--- src/design/bvc_pkg.sv ---
// Package with offsets, reset values and code decoding constants.
package bvc_pkg;

   // ==========================================================
   // Register map
   // ==========================================================
   localparam logic [7:0] RAIL0_FLOOR_VOLTAGE_OFS  = 8'h0b;
   localparam logic [7:0] RAIL1_NORMAL_VOLTAGE_OFS = 8'h0c;
   localparam logic [7:0] RAIL1_FLOOR_VOLTAGE_OFS  = 8'h0d;
   localparam logic [7:0] RAIL2_NORMAL_VOLTAGE_OFS = 8'h0e;
   localparam logic [7:0] RAIL2_FLOOR_VOLTAGE_OFS  = 8'h0f;
   localparam logic [7:0] RAIL3_NORMAL_VOLTAGE_OFS = 8'h10;

   // Reset values; normal codes are the factory defaults of this variant.
   localparam logic [7:0] FLOOR_VOLTAGE_RST  = 8'h00;
   localparam logic [7:0] NORMAL_VOLTAGE_RST = 8'h37;
   localparam logic [7:0] UNMAPPED_READ      = 8'h00;

   // ==========================================================
   // Code to voltage decoding
   // ==========================================================
   localparam logic [7:0]  FINE_LOW_LAST   = 8'h17;
   localparam logic [7:0]  MID_FIRST       = 8'h18;
   localparam logic [7:0]  MID_LAST        = 8'h9d;
   localparam logic [7:0]  HIGH_FIRST      = 8'h9e;
   localparam logic [15:0] LOW_BASE_MV     = 16'd500;
   localparam logic [15:0] LOW_STEP_MV     = 16'd10;
   localparam logic [15:0] MID_BASE_MV     = 16'd735;
   localparam logic [15:0] MID_STEP_MV     = 16'd5;
   localparam logic [15:0] HIGH_BASE_MV    = 16'd1420;
   localparam logic [15:0] HIGH_STEP_MV    = 16'd20;

   // Per-rail enable pin configuration.
   typedef struct packed {
      logic pin_gating_enable;      // Enable pin takes part in control.
      logic pin_level_select_mode;  // Pin level picks roof or floor.
      logic pin_select;             // 0 picks pin one, 1 picks pin two.
   } bvc_pin_cfg_t;

   // Register access request from the serial interface engine.
   typedef struct packed {
      logic       wr;
      logic       rd;
      logic [7:0] addr;
      logic [7:0] wdata;
   } bvc_req_t;

endpackage : bvc_pkg

--- src/design/bvc_decode.sv ---
// Registered decoder from an 8-bit voltage code to millivolts.
module bvc_decode (
   // Clock and reset
   input  wire logic        clk,
   input  wire logic        nrst,
   // Code in, voltage out
   input  wire logic [7:0]  code,
   output logic      [15:0] mv
);
   import bvc_pkg::*;

   // ==========================================================
   // Piecewise decode
   // ==========================================================
   function automatic logic [15:0] code_to_mv(input logic [7:0] c);
      logic [15:0] w;
      w = {8'h00, c};
      if (c <= FINE_LOW_LAST)
         code_to_mv = LOW_BASE_MV + LOW_STEP_MV * w;
      else if (c <= MID_LAST)
         code_to_mv = MID_BASE_MV
                    + MID_STEP_MV * (w - {8'h00, MID_FIRST});
      else
         code_to_mv = HIGH_BASE_MV
                    + HIGH_STEP_MV * (w - {8'h00, HIGH_FIRST});
   endfunction : code_to_mv

   wire logic [15:0] next_mv = code_to_mv(code);

   // Registered so the top level drives its ports from flip-flops.
   always_ff @(posedge clk or negedge nrst) begin
      if (!nrst)
         mv <= 16'h0000;
      else
         mv <= next_mv;
   end

   // ==========================================================
   // Checks
   // ==========================================================
   // Attempts start only out of reset: the flop still clears on the
   // release edge, so the first decoded value lands one edge later.
   AST_LOW_RANGE: assert property (@(posedge clk) disable iff (!nrst)
      (nrst && code <= 8'h17)
      |=> (mv == 16'd500 + 16'd10 * $past({8'h00, code})))
      else $error("low range code decoded wrongly");
   AST_MID_RANGE: assert property (@(posedge clk) disable iff (!nrst)
      (nrst && code >= 8'h18 && code <= 8'h9d)
      |=> (mv == 16'd735 + 16'd5 * ($past({8'h00, code}) - 16'd24)))
      else $error("middle range code decoded wrongly");
   AST_HIGH_RANGE: assert property (@(posedge clk) disable iff (!nrst)
      (nrst && code >= 8'h9e)
      |=> (mv == 16'd1420 + 16'd20 * ($past({8'h00, code}) - 16'd158)))
      else $error("high range code decoded wrongly");

endmodule : bvc_decode

--- src/design/bvc_regs.sv ---
// Voltage code register bank with a roof/floor state per rail and roof/floor code selection for rails 1 and 2.
//
// Summary of operation
// Each floor register holds the code used in the floor state, reset 0.
// Codes 0x00 to 0x17 decode to 0.5 V plus 10 mV per step.
// Codes 0x18 to 0x9d decode in 5 mV steps from 0.735 V to 1.4 V.
// Codes 0x9e to 0xff decode in 20 mV steps from 1.42 V to 3.36 V.
// Rail 1 normal register sets its target code, factory reset value.
// Rail 2 normal register sets its target code, factory reset value.
// Rail 3 normal register sets its target code, factory reset value.
// All voltage registers are full 8-bit read/write fields, any code.
// In roof/floor mode with pin gating, pin high picks normal, low floor.
// A written code reaches the rail target with no further trigger.
module bvc_regs #(
   parameter logic [7:0] RAIL1_NORMAL_RST = bvc_pkg::NORMAL_VOLTAGE_RST,
   parameter logic [7:0] RAIL2_NORMAL_RST = bvc_pkg::NORMAL_VOLTAGE_RST,
   parameter logic [7:0] RAIL3_NORMAL_RST = bvc_pkg::NORMAL_VOLTAGE_RST
) (
   // Clock and reset
   input  wire logic                  clk,
   input  wire logic                  nrst,
   // Register access from the serial interface engine
   input  wire bvc_pkg::bvc_req_t     req,
   output bvc_pkg::bvc_req_t          unused_req_echo,
   output logic [7:0]                 rdata,
   output logic                       rvalid,
   // Enable pins and per-rail pin configuration, rails 0 to 3
   input  wire logic                  enable_pin_one,
   input  wire logic                  enable_pin_two,
   input  wire bvc_pkg::bvc_pin_cfg_t pin_cfg [4],
   // Rail targets
   output logic [3:0]                 floor_state,
   output logic [7:0]                 rail0_floor_code,
   output logic [7:0]                 rail1_target_code,
   output logic [7:0]                 rail2_target_code,
   output logic [7:0]                 rail3_target_code,
   output logic [7:0]                 rail1_active_code,
   output logic [7:0]                 rail2_active_code,
   output logic [15:0]                rail1_active_mv,
   output logic [15:0]                rail2_active_mv
);
   import bvc_pkg::*;

   // ==========================================================
   // Registers
   // ==========================================================
   logic [7:0] rail1_floor_code;
   logic [7:0] rail2_floor_code;

   // Address decode for writes.
   wire logic wr_f0 = req.wr && (req.addr == RAIL0_FLOOR_VOLTAGE_OFS);
   wire logic wr_n1 = req.wr && (req.addr == RAIL1_NORMAL_VOLTAGE_OFS);
   wire logic wr_f1 = req.wr && (req.addr == RAIL1_FLOOR_VOLTAGE_OFS);
   wire logic wr_n2 = req.wr && (req.addr == RAIL2_NORMAL_VOLTAGE_OFS);
   wire logic wr_f2 = req.wr && (req.addr == RAIL2_FLOOR_VOLTAGE_OFS);
   wire logic wr_n3 = req.wr && (req.addr == RAIL3_NORMAL_VOLTAGE_OFS);

   // Every bit is writable, so any code is accepted unchanged.
   always_ff @(posedge clk or negedge nrst) begin
      if (!nrst) begin
         rail0_floor_code  <= FLOOR_VOLTAGE_RST;
         rail1_floor_code  <= FLOOR_VOLTAGE_RST;
         rail2_floor_code  <= FLOOR_VOLTAGE_RST;
         rail1_target_code <= RAIL1_NORMAL_RST;
         rail2_target_code <= RAIL2_NORMAL_RST;
         rail3_target_code <= RAIL3_NORMAL_RST;
      end else begin
         if (wr_f0) rail0_floor_code  <= req.wdata;
         if (wr_f1) rail1_floor_code  <= req.wdata;
         if (wr_f2) rail2_floor_code  <= req.wdata;
         if (wr_n1) rail1_target_code <= req.wdata;
         if (wr_n2) rail2_target_code <= req.wdata;
         if (wr_n3) rail3_target_code <= req.wdata;
      end
   end

   // ==========================================================
   // Read path
   // ==========================================================
   logic [7:0] next_rdata;

   // Unmapped addresses read as zero rather than leaving the bus stale.
   always_comb begin
      case (req.addr)
         RAIL0_FLOOR_VOLTAGE_OFS:  next_rdata = rail0_floor_code;
         RAIL1_NORMAL_VOLTAGE_OFS: next_rdata = rail1_target_code;
         RAIL1_FLOOR_VOLTAGE_OFS:  next_rdata = rail1_floor_code;
         RAIL2_NORMAL_VOLTAGE_OFS: next_rdata = rail2_target_code;
         RAIL2_FLOOR_VOLTAGE_OFS:  next_rdata = rail2_floor_code;
         RAIL3_NORMAL_VOLTAGE_OFS: next_rdata = rail3_target_code;
         default:                  next_rdata = UNMAPPED_READ;
      endcase
   end

   // Read data is held until the next read.
   always_ff @(posedge clk or negedge nrst) begin
      if (!nrst) begin
         rdata  <= 8'h00;
         rvalid <= 1'b0;
      end else begin
         rvalid <= req.rd;
         if (req.rd) rdata <= next_rdata;
      end
   end

   // Echo of the last request, kept for the engine's own bookkeeping.
   always_ff @(posedge clk or negedge nrst) begin
      if (!nrst)
         unused_req_echo <= '0;
      else
         unused_req_echo <= req;
   end

   // ==========================================================
   // Roof/floor selection
   // ==========================================================
   logic [3:0] next_floor_state;

   // A rail sits in floor state only when gating and roof/floor mode are
   // both on and its chosen pin is low; otherwise the pin does not steer
   // the voltage and the normal code applies.
   always_comb begin
      next_floor_state = 4'h0;
      for (int i = 0; i < 4; i++) begin
         next_floor_state[i] = pin_cfg[i].pin_gating_enable
            && pin_cfg[i].pin_level_select_mode
            && !(pin_cfg[i].pin_select ? enable_pin_two
                                       : enable_pin_one);
      end
   end

   wire logic [7:0] next_rail1_active =
      floor_state[1] ? rail1_floor_code : rail1_target_code;
   wire logic [7:0] next_rail2_active =
      floor_state[2] ? rail2_floor_code : rail2_target_code;

   // Written codes flow straight on; no commit strobe is needed.
   always_ff @(posedge clk or negedge nrst) begin
      if (!nrst) begin
         floor_state       <= 4'h0;
         rail1_active_code <= RAIL1_NORMAL_RST;
         rail2_active_code <= RAIL2_NORMAL_RST;
      end else begin
         floor_state       <= next_floor_state;
         rail1_active_code <= next_rail1_active;
         rail2_active_code <= next_rail2_active;
      end
   end

   // ==========================================================
   // Voltage decoders
   // ==========================================================
   bvc_decode u_dec1 (
      .clk  (clk),
      .nrst (nrst),
      .code (rail1_active_code),
      .mv   (rail1_active_mv)
   );

   bvc_decode u_dec2 (
      .clk  (clk),
      .nrst (nrst),
      .code (rail2_active_code),
      .mv   (rail2_active_mv)
   );

   // ==========================================================
   // Checks
   // ==========================================================
   AST_FLOOR0_WRITE: assert property (@(posedge clk)
      disable iff (!nrst)
      (req.wr && req.addr == 8'h0b)
      |=> (rail0_floor_code == $past(req.wdata)))
      else $error("rail 0 floor code did not take the write");
   AST_NORMAL1_WRITE: assert property (@(posedge clk)
      disable iff (!nrst)
      (req.wr && req.addr == 8'h0c)
      |=> (rail1_target_code == $past(req.wdata)))
      else $error("rail 1 normal code did not take the write");
   AST_NORMAL2_WRITE: assert property (@(posedge clk)
      disable iff (!nrst)
      (req.wr && req.addr == 8'h0e)
      |=> (rail2_target_code == $past(req.wdata)))
      else $error("rail 2 normal code did not take the write");
   AST_NORMAL3_WRITE: assert property (@(posedge clk)
      disable iff (!nrst)
      (req.wr && req.addr == 8'h10)
      |=> (rail3_target_code == $past(req.wdata)))
      else $error("rail 3 normal code did not take the write");
   // The host leaves an idle cycle between transfers, so the read of the
   // written register comes two cycles after the write.
   AST_READBACK: assert property (@(posedge clk) disable iff (!nrst)
      (req.wr && req.addr == 8'h0d) ##1 !wr_f1
      ##1 (req.rd && req.addr == 8'h0d && !req.wr)
      |=> (rvalid && rdata == $past(req.wdata, 3)))
      else $error("floor code read back differs from the write");
   AST_PIN_SELECT: assert property (@(posedge clk) disable iff (!nrst)
      (pin_cfg[1].pin_gating_enable && pin_cfg[1].pin_level_select_mode
      && !pin_cfg[1].pin_select && !enable_pin_one) ##1 !wr_f1
      |=> (rail1_active_code == $past(rail1_floor_code)))
      else $error("low pin did not select the floor code");
   AST_WRITE_TAKES_EFFECT: assert property (@(posedge clk)
      disable iff (!nrst)
      (wr_n2 && !floor_state[2]) ##1 (!floor_state[2] && !wr_n2)
      |=> (rail2_active_code == $past(req.wdata, 2)))
      else $error("written code did not reach the rail target");

endmodule : bvc_regs

--- config.mk ---
export PLATFORM = sky130hd
export DESIGN_NAME = bvc_regs
export DESIGN_NICKNAME = d
export VERILOG_FILES = /design/src/design/bvc_pkg.sv /design/src/design/bvc_decode.sv /design/src/design/bvc_regs.sv
export SDC_FILE = /design/constraint.sdc
export NUM_CORES = 1
export LEC_CHECK = 0
export BUFFER_PORTS_ARGS = -buffer_cell sky130_fd_sc_hd__buf_2
export CAP_MARGIN = 20
export CELL_PAD_IN_SITES_DETAIL_PLACEMENT = 1
export CELL_PAD_IN_SITES_GLOBAL_PLACEMENT = 1
export CORE_MARGIN = 4
export CORE_UTILIZATION = 45
export DETAILED_ROUTE_END_ITERATION = 6
export GPL_ROUTABILITY_DRIVEN = 1
export PLACE_DENSITY = 0.83
export SETUP_SLACK_MARGIN = 0.02
export SLEW_MARGIN = 20
export SYNTH_ARGS = -nofsm -noshare
export SYNTH_HDL_FRONTEND = slang
export SYNTH_SLANG_ARGS = --single-unit
--- constraint.sdc ---
create_clock -name clk -period 4.3 [get_ports clk]
set_input_delay 0.215 -clock clk [delete_from_list [all_inputs] [get_ports clk]]
set_output_delay 0.215 -clock clk [all_outputs]
set_load 0.05 [all_outputs]
-- Yosys cells after proc, flatten, opt, wreduce, memory -nomap -nowiden
Index checks and enable logic that the tools add are counted.
- register bits: 126
- latch bits: 0
- bits in writable memories: 0
- ROM bits: 0
- output and inout bits: 111
- logic and storage cells: 71
- memories kept: 0
- add/sub/neg operators: 10
- multipliers: 6
- div/mod/pow operators: 0
- order comparisons: 4
- equality and inequality tests: 6
- shift-type cells: 0
- multiplexer cells: 11
- bitwise logic cells: 0
- reductions and logical operators: 18
- operators with widths (cell ; count):
    $mux 16 ; 4
    $pmux 8 s6 ; 1
    $eq 8x4->1 const B ; 5
    $add 10x16->16 const A ; 2
    $add 11x16->16 const A ; 2
    $mul 3x16->14 const A ; 2
    $mul 3x16->16 const A ; 2
    $add 9x12->13 const A ; 2
    $mul 3x8->11 const A ; 2
    $sub 8x5->9 const B ; 2
    $sub 8x8->9 const B ; 2
    $le 8x5->1 const B ; 2
    $le 8x8->1 const B ; 2
    $mux 8 ; 2
    $logic_and 1x1->1 ; 14
    $eq 8x5->1 const B ; 1
    $logic_not 1->1 ; 4
    $mux 1 ; 4

-- Depth between registers and ports, before layout
Gate-level depths: netlist (run 1).
- word-level depth: 5
- mapped depth: 15
- gate-level depth less buffers: 14

-- Cells and area by module
From an unflattened synthesis (run 1), not the netlist that was laid out.
- cell total of the unflattened synthesis: 875
- area total of the unflattened synthesis: 9145.0 µm²
- by module, submodules not included (module ; instances ; cells an instance ; area each (µm²)):
    bvc_regs ; 1 ; 267 ; 3886.2
    bvc_decode at u_dec1 ; 1 ; 316 ; 2641.3
    bvc_decode at u_dec2 ; 1 ; 292 ; 2617.5

-- Least setup slack after synthesis (run 1)
OpenSTA, ideal clock, no wires.
- kind: flip-flop to flip-flop
- from: register rail2_active_code[3]
- to: register u_dec2.mv[11]
- arrival: 3.641 ns
- required time: 4.154 ns
- setup slack: 0.513 ns
- stages on the path, launching flop included: 14
- period minus slack after synthesis: 3.787 ns
- cells stage by stage: dfrtp_1 -> and2_1 -> or3_1 -> clkbuf_1 -> inv_2 -> clkbuf_1 -> ha_1 -> ha_1 -> ha_1 -> or4_1 -> o22ai_1 -> nor2_1 -> a2111oi_0 -> a211oi_1
- word-level cells in the longest chain between the ends: 5
- elaborated cells on any way between the ends: 12
- those cells by class: add/sub (5); mul (3); order compare (2); mux (2)
- RTL lines (what ; line ; RTL):
    start, declared ; bvc_regs.sv:38 ; output logic [7:0] rail2_active_code,
    start signal, assigned ; bvc_regs.sv:146 ; rail2_active_code <= next_rail2_active;
    $sub 8x8->9 / $sub 8x5->9 (equally long branches) ; bvc_decode.sv:25, bvc_decode.sv:22 ;
    $mul 3x16->14 / $mul 3x16->16 (equally long branches) ; bvc_decode.sv:25, bvc_decode.sv:22 ;
    $add 11x16->16 / $add 10x16->16 (equally long branches) ; bvc_decode.sv:25, bvc_decode.sv:22 ;
    $mux 16 ; bvc_decode.sv:20 ; else if (c <= MID_LAST)
    $mux 16 * ; bvc_decode.sv:18 ; if (c <= FINE_LOW_LAST)
    via u_dec2.next_mv[11] ; bvc_decode.sv:28 ; wire logic [15:0] next_mv = code_to_mv(code);
    end signal, assigned ; bvc_decode.sv:35 ; mv <= next_mv;
    end, declared ; bvc_decode.sv:8 ; output logic [15:0] mv
Mark *: on every way through the listed nets, which the timed path passes. The rest lies on a longest branch.
A chain may end at the register's enable or synchronous reset.

-- Worst setup path in the final report (run 1)
- from: register rail2_active_code[1]
- to: register u_dec2.mv[11]
Same word-level chain as after synthesis.

==> results of run 1 <==
what timing repair did:
action / 4_1_cts / 5_1_grt
endpoints found under the setup margin: 0 / 0
hold buffers: 16 / 0
hold endpoints to repair: 94 / 0
buffers inserted: 0 / 0
cell families (layout without fill, tap and decap cells):
family / count (synthesis) / count (layout)
AOI/OAI and AO/OA: 175 / 175
muxes: 79 / 79
xor gates and xnor gates: 74 / 74
adders and majority gates: 112 / 112
and+or+nand+nor: 165 / 165
other: 0 / 2
DFF: 126 / 126
buffers and inverters: 78 / 249
cell type report:
cell class                      count  area, um2
Fill cell                        2057       8400
Multi-Input combinational cell    605       5090
Sequential cell                   126       3180
Timing Repair Buffer              164        917
Clock buffer                       17        425
Tap cell                          234        293
Inverter                           53        199
Clock inverter                     15        193
Antenna cell                        2       5.00
sequential cells by signal (all words and copies together), names as in the netlist:
name	count
rail1_active_code	8
rail2_floor_code	8
floor_state	4
rail1_floor_code	8
rail2_active_code	8
rdata	8
rail2_target_code	8
unused_req_echo	18
rail3_target_code	8
u_dec1.mv	16
rail1_target_code	8
rail0_floor_code	8
u_dec2.mv	16
layout by cell type, fill, tap and decap left out, drive strengths merged, types with 4 or more instances in the layout:
cell,Yosys,final
a22oi,11,11
mux2i,12,12
and2,7,7
o22ai,6,6
nand3,13,13
nor4,4,4
dfrtp,101,101
a31oi,10,10
mux2,64,64
inv,53,60
nor2b,7,7
ha,96,96
xor2,33,33
nand2,35,35
or3,4,4
xnor2,41,41
clkbuf,19,17
fa,16,16
o31a,4,4
a21oi,38,38
o21ai,40,40
nand2b,5,5
and3,6,6
clkinv,0,7
buf,6,148
nor2,56,56
nor3,8,8
o31ai,4,4
a211oi,13,13
a21o,9,9
or2,4,4
o21a,12,12
dfstp,25,25
nor3b,4,4
dlygate4sd3,0,16
final timing paths:
check / endpoint / slack, ns / cells after the start
max: u_dec2.mv[11]$_DFF_PN0_ / 0.35 / 13
min: floor_state[2]$_DFF_PN0_ / 0.01 / 2
max reg2reg: u_dec2.mv[11]$_DFF_PN0_ / 0.35 / 13
min reg2reg: rdata[4]$_DFFE_PN0P_ / 0.54 / 2
max in group asynchronous: rail1_active_code[5]$_DFF_PN1_ / 2.83 / 3
min in group asynchronous: rail0_floor_code[2]$_DFFE_PN0P_ / 0.46 / 2
layer usage:
layer  track usage [%]  part of all wire [%]  wire length [um]
met5                 0                     0                 0
met4              8.23                   2.6               705
met3              5.11                   4.4              1190
met1              29.1                    40             10700
met2              46.3                    53             14100
power groups by stage:
stage | Sequential (mW) | Combinational, mW | Clock [mW]
after floorplan | 1.75 | 0.903 | 0
after global routing | 1.39 | 1.87 | 1.56
final | 1.38 | 1.72 | 1.48
after detailed placement | 1.39 | 1.67 | 0
after CTS | 1.37 | 1.72 | 1.49
after global placement | 1.39 | 1.63 | 0
critical path, stage by stage, from the launching register on:
cell       delay (ns)
dfstp_2          0.78
ha_1             0.28
xor2_1           0.28
xnor2_1          0.19
ha_1             0.25
inv_1            0.07
fa_1             0.43
xnor2_1          0.22
a41oi_2          0.24
o21ai_2          0.14
a2111oi_4        0.47
xor2_1           0.21
nor2_1           0.08
a211oi_1         0.21
cell usage after synthesis, drive strengths merged, types with 2 or more instances:
library cell,count,area (um2)
nor3,8,45.0
o21bai,3,22.5
a21oi,38,190
o22ai,6,37.5
a311o,2,20.0
nand3,13,65.1
and3,6,37.5
inv,53,199
nor2,56,210
xor2,33,289
and3b,2,17.5
a31oi,10,62.6
nand2b,5,31.3
nor3b,4,30.0
nand4b,2,17.5
or4,3,22.5
o211ai,3,22.5
o31ai,4,30.0
a21boi,3,22.5
or3,4,25.0
o31a,4,35.0
fa,16,320
a211oi,13,113
a222oi,3,30.0
mux2i,12,120
o21a,12,90.1
xnor2,41,359
nor2b,7,43.8
dfrtp,101,2530
mux4,3,67.6
nor4b,2,17.5
nand2,35,131
mux2,64,721
a211o,2,17.5
dfstp,25,657
a22oi,11,82.6
buf,6,31.3
ha,96,1200
clkbuf,19,72.6
or2,4,25.0
nor4,4,25.0
a2111oi,3,45.1
o21ai,40,204
and2,7,43.8
a21o,9,67.6
==> metrics, run 1 <==
leakage power total ~5.2 nW; post-CTS resize count 0; RSZ-0062 raised after global routing false; worst-path fanout max 17; Worst VDD drop 0.000291 V; initial cell density of the core between 40 and 50%; multiplexer share of the synthesized area around a tenth; CTS Buffer Depth 2; Congestion Overflow GR 0; sequential area share after synthesis 37.2%; clk sinks 126; WP data required approximately 4.6 ns; vias in the first global route just under 8000; syn_nets around 960; worst hold path type input port to register; Power Density between 400 and 500 nW/um2; post-synth cell types between 60 and 70; share of cells above drive strength 1 slightly below 30%; # setup viols final 0; H-tree levels 4; Setup Slack @ Placement 0.447 ns; TNS Setup 0 ns; clock-pin slew on the worst setup and hold paths 0.07 ns; Yosys warnings 0; dpl cell area 9520 um2; die area 21300 um2; async set-or-reset flop fraction in the synthesized netlist between 90% and 100%; simple-gate share of the synthesized area approximately a tenth; global-route wire length before repair about 43000 um; Setup crit end kind register; die height approximately 150 um; drt wl/cell around 22 um; Routed Antenna Nets 0; utilization after layout 55.1%; EDFF count, synth 0; largest net degree at the start of global routing slightly above 100; DP HPWL ~18000 um; largest family of logic cells by synthesized area adder cells; Startpoint Class register; fin cells between 1000 and 1500; Final WS setup about 0.35 ns; RePlAce Congestion between 0.8 and 0.9; Via density just under 6; Design Area, Final ~10000 um2; Power Total approximately 4.6 mW; status finished, final reports clean; DP Cell Count roughly 1200; DRC 0; HP Start pin_cfg[4]; Post-Synthesis Cell Area around 8600 um2; net switching power ~1.9 mW; Post-Synth XOR/XNOR Area under 10%; TritonCTS clock tree yes; maxcap violations 0; DR pass1 iterations 5; logic gate share of total power a little under two fifths; site row count 50; Final Skew just under 0.01 ns; fmax between 200 and 300 MHz; Avg Cell Area, Syn roughly 11 um2; Max transition margin 37.9%; via count ~7100; Internal Pwr Total around 2.7 mW; Root Buffer clkbuf_16; Gate Count Post-Synth just over 800; DR iter-0 viols about 370; hold_ws 0.0111 ns; core box area roughly 19000 um2; Worst Path Class, Setup register to register; Net count, final around 1100; die width 146 um; Routed WL 26700 um; Slew @ Worst Pin roughly 0.93 ns; Port Buf Inserts approximately 140; post-route minimum period about 4 ns; crit path launch rail2_active_code[1]$_DFF_PN1_; antenna violations before repair 1; Crit Reg-Reg Startpoint rail2_active_code[1]$_DFF_PN1_; power share of the clock group 32.3%; Most used DFF post-synth dfrtp_1; CP arrival 4.28 ns; Hold Violations, Final 0; Clock Latency Late Sink 0.43 ns; Area Overhead vs Synth 20.3%; number of synthesized register bits between 100 and 150; register share of total power a little under a third; Tcrit/Tclk final slightly above 90%; Adder-Cell Fraction of Synth Area 17.8%; post-synthesis compound-gate area fraction 13.9%; IO Count about 150; Final Max Tran Viols 0; number of buffers created by CTS 17; Sw Share a little over 40%; GRT Total Usage 25.1%
No activity file was read; power rests on OpenSTA's default activity.
==> run 2, diff against run 1 <==
--- a/config.mk
+++ b/config.mk
@@ -10,10 +10,11 @@
 export CELL_PAD_IN_SITES_DETAIL_PLACEMENT = 1
 export CELL_PAD_IN_SITES_GLOBAL_PLACEMENT = 1
 export CORE_MARGIN = 4
-export CORE_UTILIZATION = 45
+export CORE_UTILIZATION = 25
 export DETAILED_ROUTE_END_ITERATION = 6
 export GPL_ROUTABILITY_DRIVEN = 1
-export PLACE_DENSITY = 0.83
+export MAX_ROUTING_LAYER = met4
+export PLACE_DENSITY = 0.52
 export SETUP_SLACK_MARGIN = 0.02
 export SLEW_MARGIN = 20
 export SYNTH_ARGS = -nofsm -noshare
==> metrics, run 2 (synthesis results as in run 1) <==
status finished, final reports clean; CP top delay family compound AO/OA/AOI/OAI gates; drt wl/cell 17.9 um (-18%); Design Area, Final 10600 um2 (+2.8%); Max transition margin 48.3% (+10 points); DP Cell Count 1385 (+19%); # setup viols final 0 (unchanged); DR iter-0 viols 251 (-33%); die area 37300 um2 (+75%); vias in the first global route 7366 (-6.1%); site row count 67 (+34%); Worst Path Class, Setup register to register; worst hold path type input port to register; clock-pin slew on the worst setup and hold paths 0.07 ns (about the same); share of cells above drive strength 1 29.6% (+0.17 points); leakage power total 5.19 nW (+0.46%); Final Max Tran Viols 0 (unchanged); number of buffers created by CTS 17 (unchanged); fin cells 1436 (+18%); Via density 4.67 (-20%); CP arrival 4.14 ns (-0.14 ns); Area Overhead vs Synth 23.7%; initial cell density of the core 25.4% (-20 points); core box area 33700 um2 (+80%); Clock Latency Late Sink 0.44 ns (about the same); Port Buf Inserts 144 (unchanged); DRC 0 (unchanged); Top Registers unused_req_echo: 18 flops, u_dec1.mv: 16 flops, u_dec2.mv: 16 flops; reg-to-reg slack, setup 0.49 ns (+0.14 ns); IO Count 145 (unchanged); maxcap violations 0 (unchanged); fmax 263 MHz (+3.7%); DP HPWL 19900 um (+8.2%); TNS Setup 0 ns (unchanged); # diodes 0 (-2); post-CTS resize count 0 (unchanged); Worst VDD drop 0.000279 V (-4.1%); # Post-CTS Setup Buffers 0 (unchanged); Net count, final 1121 (+0.72%); max reg flops 18 (unchanged); Congestion Overflow GR 0 (unchanged); most common cell after layout, fill and taps aside buf_2; dpl cell area 9820 um2 (+3.2%); largest net degree at the start of global routing 77 (-24%); Biggest register unused_req_echo; max incr delay on CP 0.81 ns (+0.03 ns); Power Density 426 nW/um2 (-4.1%); Final Skew 0.0186 ns (+0.00878 ns); Buf+Inv Stages, Crit Path 1 (unchanged); clk sinks 126 (unchanged); Startpoint Class register; Routed Antenna Nets 0 (unchanged); WP data required 4.63 ns (about the same); via count 6699 (-5.1%); Tcrit/Tclk final 88.5% (-3.3 points); die height 193 um (+32%); RePlAce Congestion 0.828 (-3.9%); die width 193 um (+32%); Slew @ Worst Pin 0.756 ns (-0.175 ns); GRT Total Usage 14.7% (-10 points); commonest cells after routing, fill and taps aside 143 x buf_2, 101 x dfrtp_1, 96 x ha_1, 64 x mux2_2, 56 x nor2_1; DR pass1 iterations 4 (-1); worst-path fanout max 17 (unchanged); CP Cell Sequence ha_1 -> xor2_1 -> xnor2_1 -> ha_1 -> inv_1 -> fa_1 -> xnor2_1 -> a41oi_2 -> o21ai_2 -> a2111oi_4 -> xor2_1 -> nor2_1 -> a211oi_1; post-route minimum period 3.81 ns (-0.140 ns); Hold Buf Count CTS 19 (+3); RSZ-0062 raised after global routing false; Root Buffer clkbuf_16; global-route wire length before repair 41600 um (-2.5%); Hold Violations, Final 0 (unchanged); CTS Buffer Depth 2 (unchanged); TritonCTS clock tree yes; Routed WL 25700 um (-3.6%); critical path's slowest cell dfstp_2; Setup crit end kind register; antenna violations before repair 0 (-1); H-tree levels 4 (unchanged)
-- run 2: layout make-up --
cell class / instances / area, um2
Inverter: 53 / 199
Tap cell: 448 / 561
Multi-Input combinational cell: 605 / 5090
Timing Repair Buffer: 172 / 985
Clock buffer: 20 / 457
Fill cell: 3842 / 23100
Sequential cell: 126 / 3180
Clock inverter: 12 / 123
-- run 2: final timing paths --
path	from	end	depth (start not counted)
setup / recovery	rail2_active_code[1]$_DFF_PN1_	u_dec2.mv[11]$_DFF_PN0_	13
max in group asynchronous	nrst	rail1_active_code[0]$_DFF_PN1_	3
hold reg to reg	rdata[7]$_DFFE_PN0P_	rdata[7]$_DFFE_PN0P_	2
setup reg to reg	rail2_active_code[1]$_DFF_PN1_	u_dec2.mv[11]$_DFF_PN0_	13
min in group asynchronous	nrst	u_dec2.mv[5]$_DFF_PN0_	2
hold / removal	pin_cfg[8]	floor_state[1]$_DFF_PN0_	2
-- run 2: power breakdown --
part	internal [mW]	total [mW]	switching, mW
sequential	1.30	1.37	0.0662
clock	0.841	1.45	0.611
combinational	0.589	1.69	1.10
-- run 2: metal layers --
metal	wire, um	vias to the layer above	track usage [%]
met1	12100	3334	19.0
met3	951	22	2.93
met2	12400	111	24.0
li1	-	3232	-
met5	0	-	-
met4	286	0	3.46
-- run 2: stage by stage --
step	hold slack [ns]	setup WS (ns)	power, mW	utilization [%]
after floorplan	-0.0806	0.513	2.65	-
after global placement	0.312	0.580	3.08	29.2
after detailed placement	0.303	0.537	3.09	29.2
after CTS	0.000315	0.499	4.61	31.4
after global routing	0.0200	0.0449	4.83	31.4
final	0.0243	0.493	4.51	31.4
